**src/logic/dac_load_pkg.sv**
```systemverilog
// package with constants, types and the functional notes for the converter load controller
// Functional notes
// RQ1: first rank transparent while select and load low
// RQ2: second rank follows first while update high
// RQ3: update strobe ignores select and other controls
// RQ4: all controls tied give edge-triggered register
// RQ5: select rising edge captures and updates together
// RQ6: host stretches select low for minimum time
// RQ7: wait-state count rounds up, never down
// RQ8: address latched before select driven low; byte mode drives select low with no address latch pulse
// RQ9: write strobe rising edge captures data word
// RQ10: one update write pulses shared update strobe
// RQ11: update falling edge holds value until next
// RQ12: upper byte latched first, then lower byte
// RQ13: select and load low together after bytes
// RQ14: data held stable past closing strobe edge
package dac_load_pkg;
	// ****************
	// timing constants
	// ****************
	localparam int CLK_PERIOD_NS   = 40;
	localparam int T_LOW_NS        = 40;   // least low time of select and load
	localparam int T_HIGH_NS       = 40;   // least high time between writes
	localparam int T_SKEW_NS       = 100;  // gap from first rank load to update
	localparam int T_HOLD_NS       = 40;   // data kept after closing edge
	localparam int T_ALE_NS        = 40;   // address latch pulse width
	// least times round up to whole cycles, none below one
	localparam int LOW_CYC  = ((T_LOW_NS + CLK_PERIOD_NS - 1) / CLK_PERIOD_NS) < 1 ? 1 :
		((T_LOW_NS + CLK_PERIOD_NS - 1) / CLK_PERIOD_NS);
	localparam int HIGH_CYC = ((T_HIGH_NS + CLK_PERIOD_NS - 1) / CLK_PERIOD_NS) < 1 ? 1 :
		((T_HIGH_NS + CLK_PERIOD_NS - 1) / CLK_PERIOD_NS);
	localparam int SKEW_CYC = ((T_SKEW_NS + CLK_PERIOD_NS - 1) / CLK_PERIOD_NS) < 1 ? 1 :
		((T_SKEW_NS + CLK_PERIOD_NS - 1) / CLK_PERIOD_NS);
	localparam int HOLD_CYC = ((T_HOLD_NS + CLK_PERIOD_NS - 1) / CLK_PERIOD_NS) < 1 ? 1 :
		((T_HOLD_NS + CLK_PERIOD_NS - 1) / CLK_PERIOD_NS);
	localparam int ALE_CYC  = ((T_ALE_NS + CLK_PERIOD_NS - 1) / CLK_PERIOD_NS) < 1 ? 1 :
		((T_ALE_NS + CLK_PERIOD_NS - 1) / CLK_PERIOD_NS);
	localparam int CNT_W    = 4;
	localparam int DATA_W   = 16;
	localparam int BYTE_W   = 8;
	localparam int NUM_DAC  = 4;

	// ****************
	// types
	// ****************
	typedef enum logic [1:0] {
		MODE_TIED,   // select, load and update tied to one line
		MODE_MULTI,  // per-converter loads then one shared update
		MODE_BYTE    // two bytes through an external octal latch
	} load_mode_t;

	typedef enum logic [1:0] {
		CMD_WRITE,   // write a word (tied, multi or byte mode)
		CMD_UPDATE   // pulse shared update strobe
	} cmd_kind_t;

	typedef struct packed {
		cmd_kind_t         kind;
		logic [1:0]        dac_sel;
		logic [DATA_W-1:0] data;
	} cmd_t;

	typedef struct packed {
		logic [NUM_DAC-1:0] decoded_select_n;
		logic               first_rank_load_n;
		logic               output_update_strobe;
		logic               addr_latch;
		logic               byte_latch_en_n;
		logic [DATA_W-1:0]  data;
	} dac_pins_t;

	localparam logic [CNT_W-1:0] CNT_ZERO = 4'h0;
	localparam logic [CNT_W-1:0] CNT_ONE  = 4'h1;
endpackage

```
**src/logic/dac_load_host.sv**
```systemverilog
// host-side controller that drives the double-buffered converter load pins
`timescale 1ns/1ps
module dac_load_host (
	// clock and reset
	input  wire logic                      clk,
	input  wire logic                      rstn,
	input  wire logic                      ce,
	// configuration
	input  wire dac_load_pkg::load_mode_t  mode,
	// command port
	input  wire logic                      cmd_valid,
	output logic                           cmd_ready,
	input  wire dac_load_pkg::cmd_t        cmd,
	// converter pins
	output dac_load_pkg::dac_pins_t        pins
);
	import dac_load_pkg::*;

	typedef enum logic [2:0] {
		ST_IDLE, ST_ALE, ST_HIBYTE, ST_LOW, ST_HOLD, ST_GAP, ST_UPD
	} state_t;

	state_t            state_reg, state_next;
	logic [CNT_W-1:0]  cnt_reg, cnt_next;
	cmd_t              cmd_reg, cmd_next;
	load_mode_t        mode_reg, mode_next;
	dac_pins_t         pins_reg, pins_next;
	logic              after_load_reg, after_load_next;

	assign cmd_ready = (state_reg == ST_IDLE);
	assign pins      = pins_reg;

	// ****************
	// sequencer
	// ****************
	// the counter counts whole cycles, so every least time is met or exceeded
	always_comb begin
		state_next      = state_reg;
		cnt_next        = cnt_reg;
		cmd_next        = cmd_reg;
		mode_next       = mode_reg;
		pins_next       = pins_reg;
		after_load_next = after_load_reg;
		case (state_reg)
			ST_IDLE: begin
				pins_next.addr_latch = 1'b0;
				if (cmd_valid) begin
					cmd_next  = cmd;
					mode_next = mode;
					// tied wiring leaves the update line resting high; the other schemes need it low
					// so the second rank holds while first ranks are loaded one by one
					if (mode != MODE_TIED) begin
						pins_next.output_update_strobe = 1'b0; // RQ10
					end
					if (cmd.kind == CMD_UPDATE) begin
						// keep the skew gap after a first rank load
						cnt_next   = after_load_reg ? 4'(SKEW_CYC) : CNT_ZERO;
						state_next = ST_GAP;
					end else if (mode == MODE_BYTE) begin
						pins_next.data[BYTE_W-1:0] = cmd.data[DATA_W-1:BYTE_W];
						pins_next.byte_latch_en_n  = 1'b0; // RQ12
						cnt_next                   = 4'(LOW_CYC);
						state_next                 = ST_HIBYTE;
					end else begin
						pins_next.data       = cmd.data;
						pins_next.addr_latch = 1'b1; // RQ8
						cnt_next             = 4'(ALE_CYC);
						state_next           = ST_ALE;
					end
				end
			end
			ST_HIBYTE: begin
				if (cnt_reg > CNT_ONE) begin
					cnt_next = cnt_reg - CNT_ONE;
				end else begin
					// upper byte now held by the external latch; put the lower byte on the bus
					pins_next.byte_latch_en_n  = 1'b1; // RQ12
					pins_next.data             = cmd_reg.data;
					pins_next.decoded_select_n[cmd_reg.dac_sel] = 1'b0; // RQ13
					pins_next.first_rank_load_n = 1'b0; // RQ13
					cnt_next                    = 4'(LOW_CYC);
					state_next                  = ST_LOW;
				end
			end
			ST_ALE: begin
				if (cnt_reg > CNT_ONE) begin
					cnt_next = cnt_reg - CNT_ONE;
				end else begin
					// address is captured before select falls
					pins_next.addr_latch = 1'b0; // RQ8
					pins_next.decoded_select_n[cmd_reg.dac_sel] = 1'b0;
					// the first rank only opens with load low, so tied wiring drives it too
					pins_next.first_rank_load_n = 1'b0; // RQ9
					if (mode_reg == MODE_TIED) begin
						// tied wiring: update follows the same select line
						pins_next.output_update_strobe = 1'b0; // RQ4
					end
					cnt_next   = 4'(LOW_CYC); // RQ6 RQ7
					state_next = ST_LOW;
				end
			end
			ST_LOW: begin
				if (cnt_reg > CNT_ONE) begin
					cnt_next = cnt_reg - CNT_ONE;
				end else begin
					// write strobe and select rise in the same cycle; data is held after that
					pins_next.first_rank_load_n = 1'b1; // RQ9
					pins_next.decoded_select_n  = '1; // RQ5
					if (mode_reg == MODE_TIED) begin
						pins_next.output_update_strobe = 1'b1; // RQ5
					end
					after_load_next = (mode_reg != MODE_TIED);
					cnt_next        = 4'(HOLD_CYC);
					state_next      = ST_HOLD;
				end
			end
			ST_HOLD: begin
				// data stays on the bus past the closing edge
				if (cnt_reg > CNT_ONE) begin
					cnt_next = cnt_reg - CNT_ONE; // RQ14
				end else begin
					cnt_next   = 4'(HIGH_CYC);
					state_next = ST_GAP;
				end
			end
			ST_GAP: begin
				if (cnt_reg > CNT_ONE) begin
					cnt_next = cnt_reg - CNT_ONE;
				end else if (cmd_reg.kind == CMD_UPDATE && !pins_reg.output_update_strobe) begin
					// one shared positive pulse refreshes every converter
					pins_next.output_update_strobe = 1'b1; // RQ10 RQ3
					after_load_next                = 1'b0;
					cnt_next                       = 4'(LOW_CYC);
					state_next                     = ST_UPD;
				end else begin
					state_next = ST_IDLE;
				end
			end
			ST_UPD: begin
				if (cnt_reg > CNT_ONE) begin
					cnt_next = cnt_reg - CNT_ONE;
				end else begin
					pins_next.output_update_strobe = 1'b0; // RQ11
					cmd_next.kind                  = CMD_WRITE;
					cnt_next                       = 4'(HIGH_CYC);
					state_next                     = ST_GAP;
				end
			end
			default: state_next = ST_IDLE;
		endcase
	end

	// state registers, frozen while ce is low
	always_ff @(posedge clk) begin
		if (!rstn) begin
			state_reg      <= ST_IDLE;
			cnt_reg        <= CNT_ZERO;
			cmd_reg        <= '0;
			mode_reg       <= MODE_TIED;
			after_load_reg <= 1'b0;
			pins_reg       <= '{decoded_select_n: '1, first_rank_load_n: 1'b1,
				output_update_strobe: 1'b0, addr_latch: 1'b0, byte_latch_en_n: 1'b1, data: '0};
		end else if (ce) begin
			state_reg      <= state_next;
			cnt_reg        <= cnt_next;
			cmd_reg        <= cmd_next;
			mode_reg       <= mode_next;
			after_load_reg <= after_load_next;
			pins_reg       <= pins_next;
		end
	end

	// ****************
	// assertions
	// ****************
	// length of the current low phase of the load line, saturating so it never wraps
	logic [CNT_W-1:0] low_run_reg, low_run_next;

	always_comb begin
		low_run_next = low_run_reg;
		if (pins_reg.first_rank_load_n) begin
			low_run_next = CNT_ZERO;
		end else if (low_run_reg != '1) begin
			low_run_next = low_run_reg + CNT_ONE;
		end
	end

	// counts enabled cycles only, since the pins are frozen with the state
	always_ff @(posedge clk) begin
		if (!rstn) begin
			low_run_reg <= CNT_ZERO;
		end else if (ce) begin
			low_run_reg <= low_run_next;
		end
	end

	property p_low_time;
		@(posedge clk) disable iff (!rstn)
		$rose(pins.first_rank_load_n) |-> (low_run_reg >= 4'(LOW_CYC));
	endproperty
	a_low_time: assert property (p_low_time) else $error("load low too short"); // RQ6
	property p_sel_after_ale;
		@(posedge clk) disable iff (!rstn)
		($fell(pins.decoded_select_n[0]) && mode_reg != MODE_BYTE) |-> $past(pins.addr_latch);
	endproperty
	a_sel_after_ale: assert property (p_sel_after_ale) else $error("select before address latch"); // RQ8
	property p_hold;
		@(posedge clk) disable iff (!rstn)
		($rose(pins.first_rank_load_n) && ce) |=> $stable(pins.data);
	endproperty
	a_hold: assert property (p_hold) else $error("data changed at closing edge"); // RQ14
	property p_tied;
		@(posedge clk) disable iff (!rstn)
		(mode_reg == MODE_TIED && state_reg == ST_LOW) |->
			(!pins.output_update_strobe && !pins.first_rank_load_n &&
			pins.decoded_select_n[cmd_reg.dac_sel] == 1'b0);
	endproperty
	a_tied: assert property (p_tied) else $error("tied mode lines differ"); // RQ4
	property p_upd_pulse;
		@(posedge clk) disable iff (!rstn)
		($rose(pins.output_update_strobe) && state_reg == ST_UPD) |-> pins.decoded_select_n == '1;
	endproperty
	a_upd_pulse: assert property (p_upd_pulse) else $error("update with select low"); // RQ10
	property p_byte_order;
		@(posedge clk) disable iff (!rstn)
		($fell(pins.first_rank_load_n) && mode_reg == MODE_BYTE) |-> !$past(pins.byte_latch_en_n);
	endproperty
	a_byte_order: assert property (p_byte_order) else $error("lower byte before upper"); // RQ12
	property p_together;
		@(posedge clk) disable iff (!rstn)
		($fell(pins.first_rank_load_n) && mode_reg != MODE_TIED) |-> pins.decoded_select_n != '1;
	endproperty
	a_together: assert property (p_together) else $error("load without select"); // RQ13
	property p_upd_end;
		@(posedge clk) disable iff (!rstn)
		(state_reg == ST_UPD && ce) |-> ##[1:4] !pins.output_update_strobe;
	endproperty
	a_upd_end: assert property (p_upd_end) else $error("update pulse not ended"); // RQ11
	c_tied: cover property (@(posedge clk) mode_reg == MODE_TIED && $rose(pins.output_update_strobe));
	c_update: cover property (@(posedge clk) state_reg == ST_UPD);
	c_byte: cover property (@(posedge clk) mode_reg == MODE_BYTE && $fell(pins.first_rank_load_n));
endmodule

```
**config.mk**
```make
export PLATFORM = sky130hd
export DESIGN_NAME = dac_load_host
export DESIGN_NICKNAME = d
export VERILOG_FILES = /design/src/logic/dac_load_pkg.sv /design/src/logic/dac_load_host.sv
export SDC_FILE = /design/constraint.sdc
export NUM_CORES = 1
export LEC_CHECK = 0
export BUFFER_PORTS_ARGS = -buffer_cell sky130_fd_sc_hd__buf_4
export CAP_MARGIN = 15
export CORE_MARGIN = 1.5
export CORE_UTILIZATION = 55
export DETAILED_ROUTE_END_ITERATION = 6
export PLACE_DENSITY = 0.77
export SLEW_MARGIN = 20
export SYNTH_ARGS = -nofsm -noshare
export SYNTH_HDL_FRONTEND = slang
export SYNTH_SLANG_ARGS = --single-unit
```
**constraint.sdc**
```tcl
create_clock -name clk -period 2.5 [get_ports clk]
set_input_delay 0.5 -clock clk [delete_from_list [all_inputs] [get_ports clk]]
set_output_delay 0.5 -clock clk [all_outputs]
set_load 0.05 [all_outputs]
```
; Yosys cells after proc, flatten, opt, wreduce, memory -nomap -nowiden
; Cells that the tools add are included.
[word_totals]
ff_bits = 54
inputBits = 26
out_inout_bits = 25
word_cells = 118
[classes]
addsub = 1
n_lt_le_gt_ge = 3
eq_ne = 25
mux = 45
bitwise_logic = 2
reduce_logical = 28
[op_table]
columns = op, count
row1 = $pmux 17 s2, 1
row2 = $ne 2x2->1 const B, 13
row3 = $mux 3, 7
row4 = $mux 20, 1
row5 = $mux 19, 1
row6 = $mux 18, 1
row7 = $reduce_and 6->1, 3
row8 = $mux 17, 1
row9 = $mux 4, 4
row10 = $mux 8, 2
row11 = $pmux 3 s5, 1
row12 = $pmux 5 s3, 1
row13 = $reduce_and 5->1, 3
row14 = $mux 1, 12
row15 = $pmux 4 s3, 1
row16 = $reduce_bool 2->1, 6
row17 = $reduce_and 11->1, 1
row18 = $eq 3x3->1 const B, 3
row19 = $mux 2, 4
row20 = $reduce_and 4->1, 2
row21 = $mux 7, 1
row22 = $eq 3x2->1 const B, 2
row23 = $mux 6, 1
row24 = $reduce_and 3->1, 2
row25 = 24 further kinds, 30

; Longest topological paths before layout
[depth]
word_depth = 8
depth_mapped = 9

; Worst setup path after synthesis
; Ideal clock, no wire load.
[synth_path]
kind = register to register
from = register cnt_reg[0]
to = register cnt_reg[2]
arrival_ps = 1749
setup_slack_ps = 634
stages_incl_launch_ff = 9
n_path_buf = 1
path_cell_list = dfxtp_1 -> inv_1 -> ha_1 -> or2_1 -> buf_2 -> a31o_1 -> a31oi_4 -> o21ai_2 -> a32o_1
[synth_via]
elab_chain_len = 3
word_cells_on_any_way = 7
classes_between = add/sub (1) / order compare (1) / eq/ne (1) / mux (3) / reduce/logical (1)
[synth_rtl]
columns = item, line
row1 = "start, declared", dac_load_host.sv:24  ; logic [CNT_W-1:0] cnt_reg, cnt_next;
row2 = "start signal, assigned", dac_load_host.sv:165  ; cnt_reg <= cnt_next;
row3 = $sub 4x1->4 / $gt 4x1->1 (equally long branches), -
row4 = $mux 4 (tied with other cells), -
row5 = $pmux 4 s3 / $reduce_and 4->1 (equally long branches), -
; Several ways; a longest one is shown, not always the timed one.
; A chain may end at the register's enable or synchronous reset.

; Final worst setup path
[layout_path]
from = register state_reg[0]
to = output port cmd_ready
[layout_via]
elab_chain_len = 1
[layout_rtl]
columns = item, line
row1 = "start, declared", dac_load_host.sv:23  ; state_t state_reg, state_next;
row2 = "start signal, assigned", dac_load_host.sv:164  ; state_reg <= state_next;
row3 = $logic_not 3->1, dac_load_host.sv:30  ; assign cmd_ready = (state_reg == ST_IDLE);
row4 = "end, declared", dac_load_host.sv:12  ; output logic cmd_ready,
; Every way passes these cells.

==> impl_metrics.ini <==
[worst_hold_path]
min_path_cells = 3
hold_path_end = cmd_reg[5]$_SDFFE_PN0P_
hp-start = cmd[5]
hold_class = in2reg

[floorplanning]
dieArea_sq_um = 5270
ios = 51
start_util = 0.568
coreArea_sq_um = 4690
rows = 25
dieHeight_um = 72.6
dieWidth_um = 72.6

[final_layout]
largest_reg_flops = 24
fillers = 387
final_cell_mix = buf_4, dfxtp_1, nand2_1
final_nets = 382
final-seq-area_sq_um = 1080
drive_above_1_share = 0.254
antennaDiodeCount = 0
area_growth_pct = 18.1
multi_input_area_sq_um = 1440
layout_commonest_cell = buf_4

[clock_tree]
ctsResizeCount = 0
clockBufferDepth = 2
clock_latency_ns = 0.31
cts_setup_buffers = 0
cts_hold_buf = 0
htreeDepth = 2
cts-root-buf = clkbuf_8
cts_sinks = 54
cts_tree = done
cts_buffers = 5
path_clk_slew_ns = 0.10

[logic_synthesis]
yosysWarnings = 0
ys_types = 56
yosysTopAreaCell = dfxtp_1
synth_top_area_frac = 0.406
synthesis.nets = 339
synthTopCellsByArea = dfxtp_1, nand2_1, a21oi_1
syn_area_per_cell_sq_um = 8.57
netlist_instances = 311
synth_edf_count = 0
netlist_area_sq_um = 2660
synth_seq_cells = 54
yosysSeqAreaShare = 0.406
synth-main-ff-cell = dfxtp_1
async_flop_share = 0

[grt]
grt_pass1_wl_mm = 9.82
gr-total-overflow = 0
grt_pass1_vias = 2058
antenna_found_initial = 0
grt_max_degree = 43
grt.total_usage = 0.236

[timing]
finalCritPeriodShare = 0.833
rsz0062_at_grt = no
setup_viol = 0
relSlewSlack = 0.537
finClkSkew_ns = 0.00776
min_period_ns = 2.08
setup_tns_ns = 0
worst_pin_slew_ns = 0.694
finalMaxSlewViolations = 0
fmax_ghz = 0.480
hold_viol_final = 0

[power_and_ir_drop]
power_density_nw_per_um2 = 691
p_leak_nw = 1.19
fin_total_pwr_w = 0.00217
irDropWorstVdd_mv = 0.378

[setup_path]
worstSetupStartpoint = state_reg[0]$_SDFFE_PN0P_
cpPeakStageDelay_ns = 0.43
critPathMaxFanout = 15
crit_required_ns = 2.00
timing.rr.end = state_reg[1]$_SDFFE_PN0P_
worst-setup-path-type = reg2out
r2r_cells = 7
cpMaxStageDelayCell = dfxtp_1
crit_path_end_kind = output port
r2r_start = cnt_reg[0]$_SDFFE_PN0P_
reg2reg_slack_ns = 0.45
cp.arrival_ns = 1.58
crit_chain = buf_12 -> nor3_4 -> buf_4
startpoint_type = register

[detailed_routing]
drt_wl_total_mm = 6.20
viasPerCell = 5.90
post_drt_wl_per_cell_um = 15.2
ant_nets = 0
first_pass_iters = 4
drtIter0Drc = 177
num_vias = 2408
drc = 0

[place]
hpwl_mm = 4.35
portBuffers = 50
gp_congestion = 0.885

[flow_run]
drv_cap = 0

[status]
outcome = complete, no violations
synthesized netlist by cell type (3+ instances only):
library cell and number:
nand3_1 4, a22oi_1 17, a21oi_1 27, o21ai_0 6, nand2b_1 7, o311ai_0 3
buf_4 7, buf_2 6, nand4_1 5, nand2_1 53, a21o_1 7, a211oi_1 16
clkbuf_1 9, nor3_1 4, inv_1 4, nor2_1 23, mux2_2 8, dfxtp_1 54
per-layer routing:
metal  track usage  part of all wire
met4        0.0566             0.011
met1         0.357              0.47
met2         0.348              0.45
met3        0.0414             0.067
met5             0                 0
report_power, final:
group / switching, W / leakage (nW) / internal (W) / total [W]
Sequential: 0.0000580 / 0.440 / 0.000932 / 0.000990
Combinational: 0.000451 / 0.716 / 0.000259 / 0.000711
Clock: 0.000280 / 0.0373 / 0.000193 / 0.000473
Total: 0.000790 / 1.19 / 0.00138 / 0.00217
critical path: cells and delay by family, from the launching register on:
kind / cells / cell delay, ns
flip-flops: 1 / 0.43
buffers and inverters: 2 / 0.48
AND/OR/NAND/NOR: 1 / 0.36
metrics by stage:
step	setup WS (ns)	instance area (sq um)	std cells	hold WS, ns	util
floorplan	0.634	2660	311	0.430	-
CTS	0.424	3150	408	0.438	0.671
global placement	0.496	3070	401	0.439	0.654
global route	0.277	3150	408	0.442	0.671
finish	0.418	3150	408	0.441	0.671
detailed placement	0.479	3070	401	0.440	0.654
area by class of cell:
| type | count | area share |
|---|---|---|
| Tap cell | 54 | 0.0215 |
| Clock inverter | 1 | 0.00239 |
| Inverter | 5 | 0.00596 |
| Clock buffer | 6 | 0.0231 |
| Timing Repair Buffer | 59 | 0.145 |
| Multi-Input combinational cell | 229 | 0.459 |
| Sequential cell | 54 | 0.344 |
how the worst max path moves through the flow:
stage | end | slack [ns] | cells past startpoint
after floorplan | cnt_reg[2]$_SDFFE_PN0P_ | 0.63 | 8
after global placement | state_reg[0]$_SDFFE_PN0P_ | 0.50 | 7
after detailed placement | pins[0]$_SDFFE_PN0P_ | 0.48 | 6
after CTS | cmd_ready | 0.42 | 3
after global routing | state_reg[1]$_SDFFE_PN0P_ | 0.28 | 7
final | cmd_ready | 0.42 | 3
kinds of logic after synthesis:
logic type / count (synthesis) / synth area share
and+or+nand+nor: 119 / 0.221
buffers and inverters: 28 / 0.0521
DFF: 54 / 0.406
adders and majority gates: 2 / 0.00939
muxes: 10 / 0.0413
AOI/OAI and AO/OA: 98 / 0.271
No activity file was read; power rests on OpenSTA's default activity.
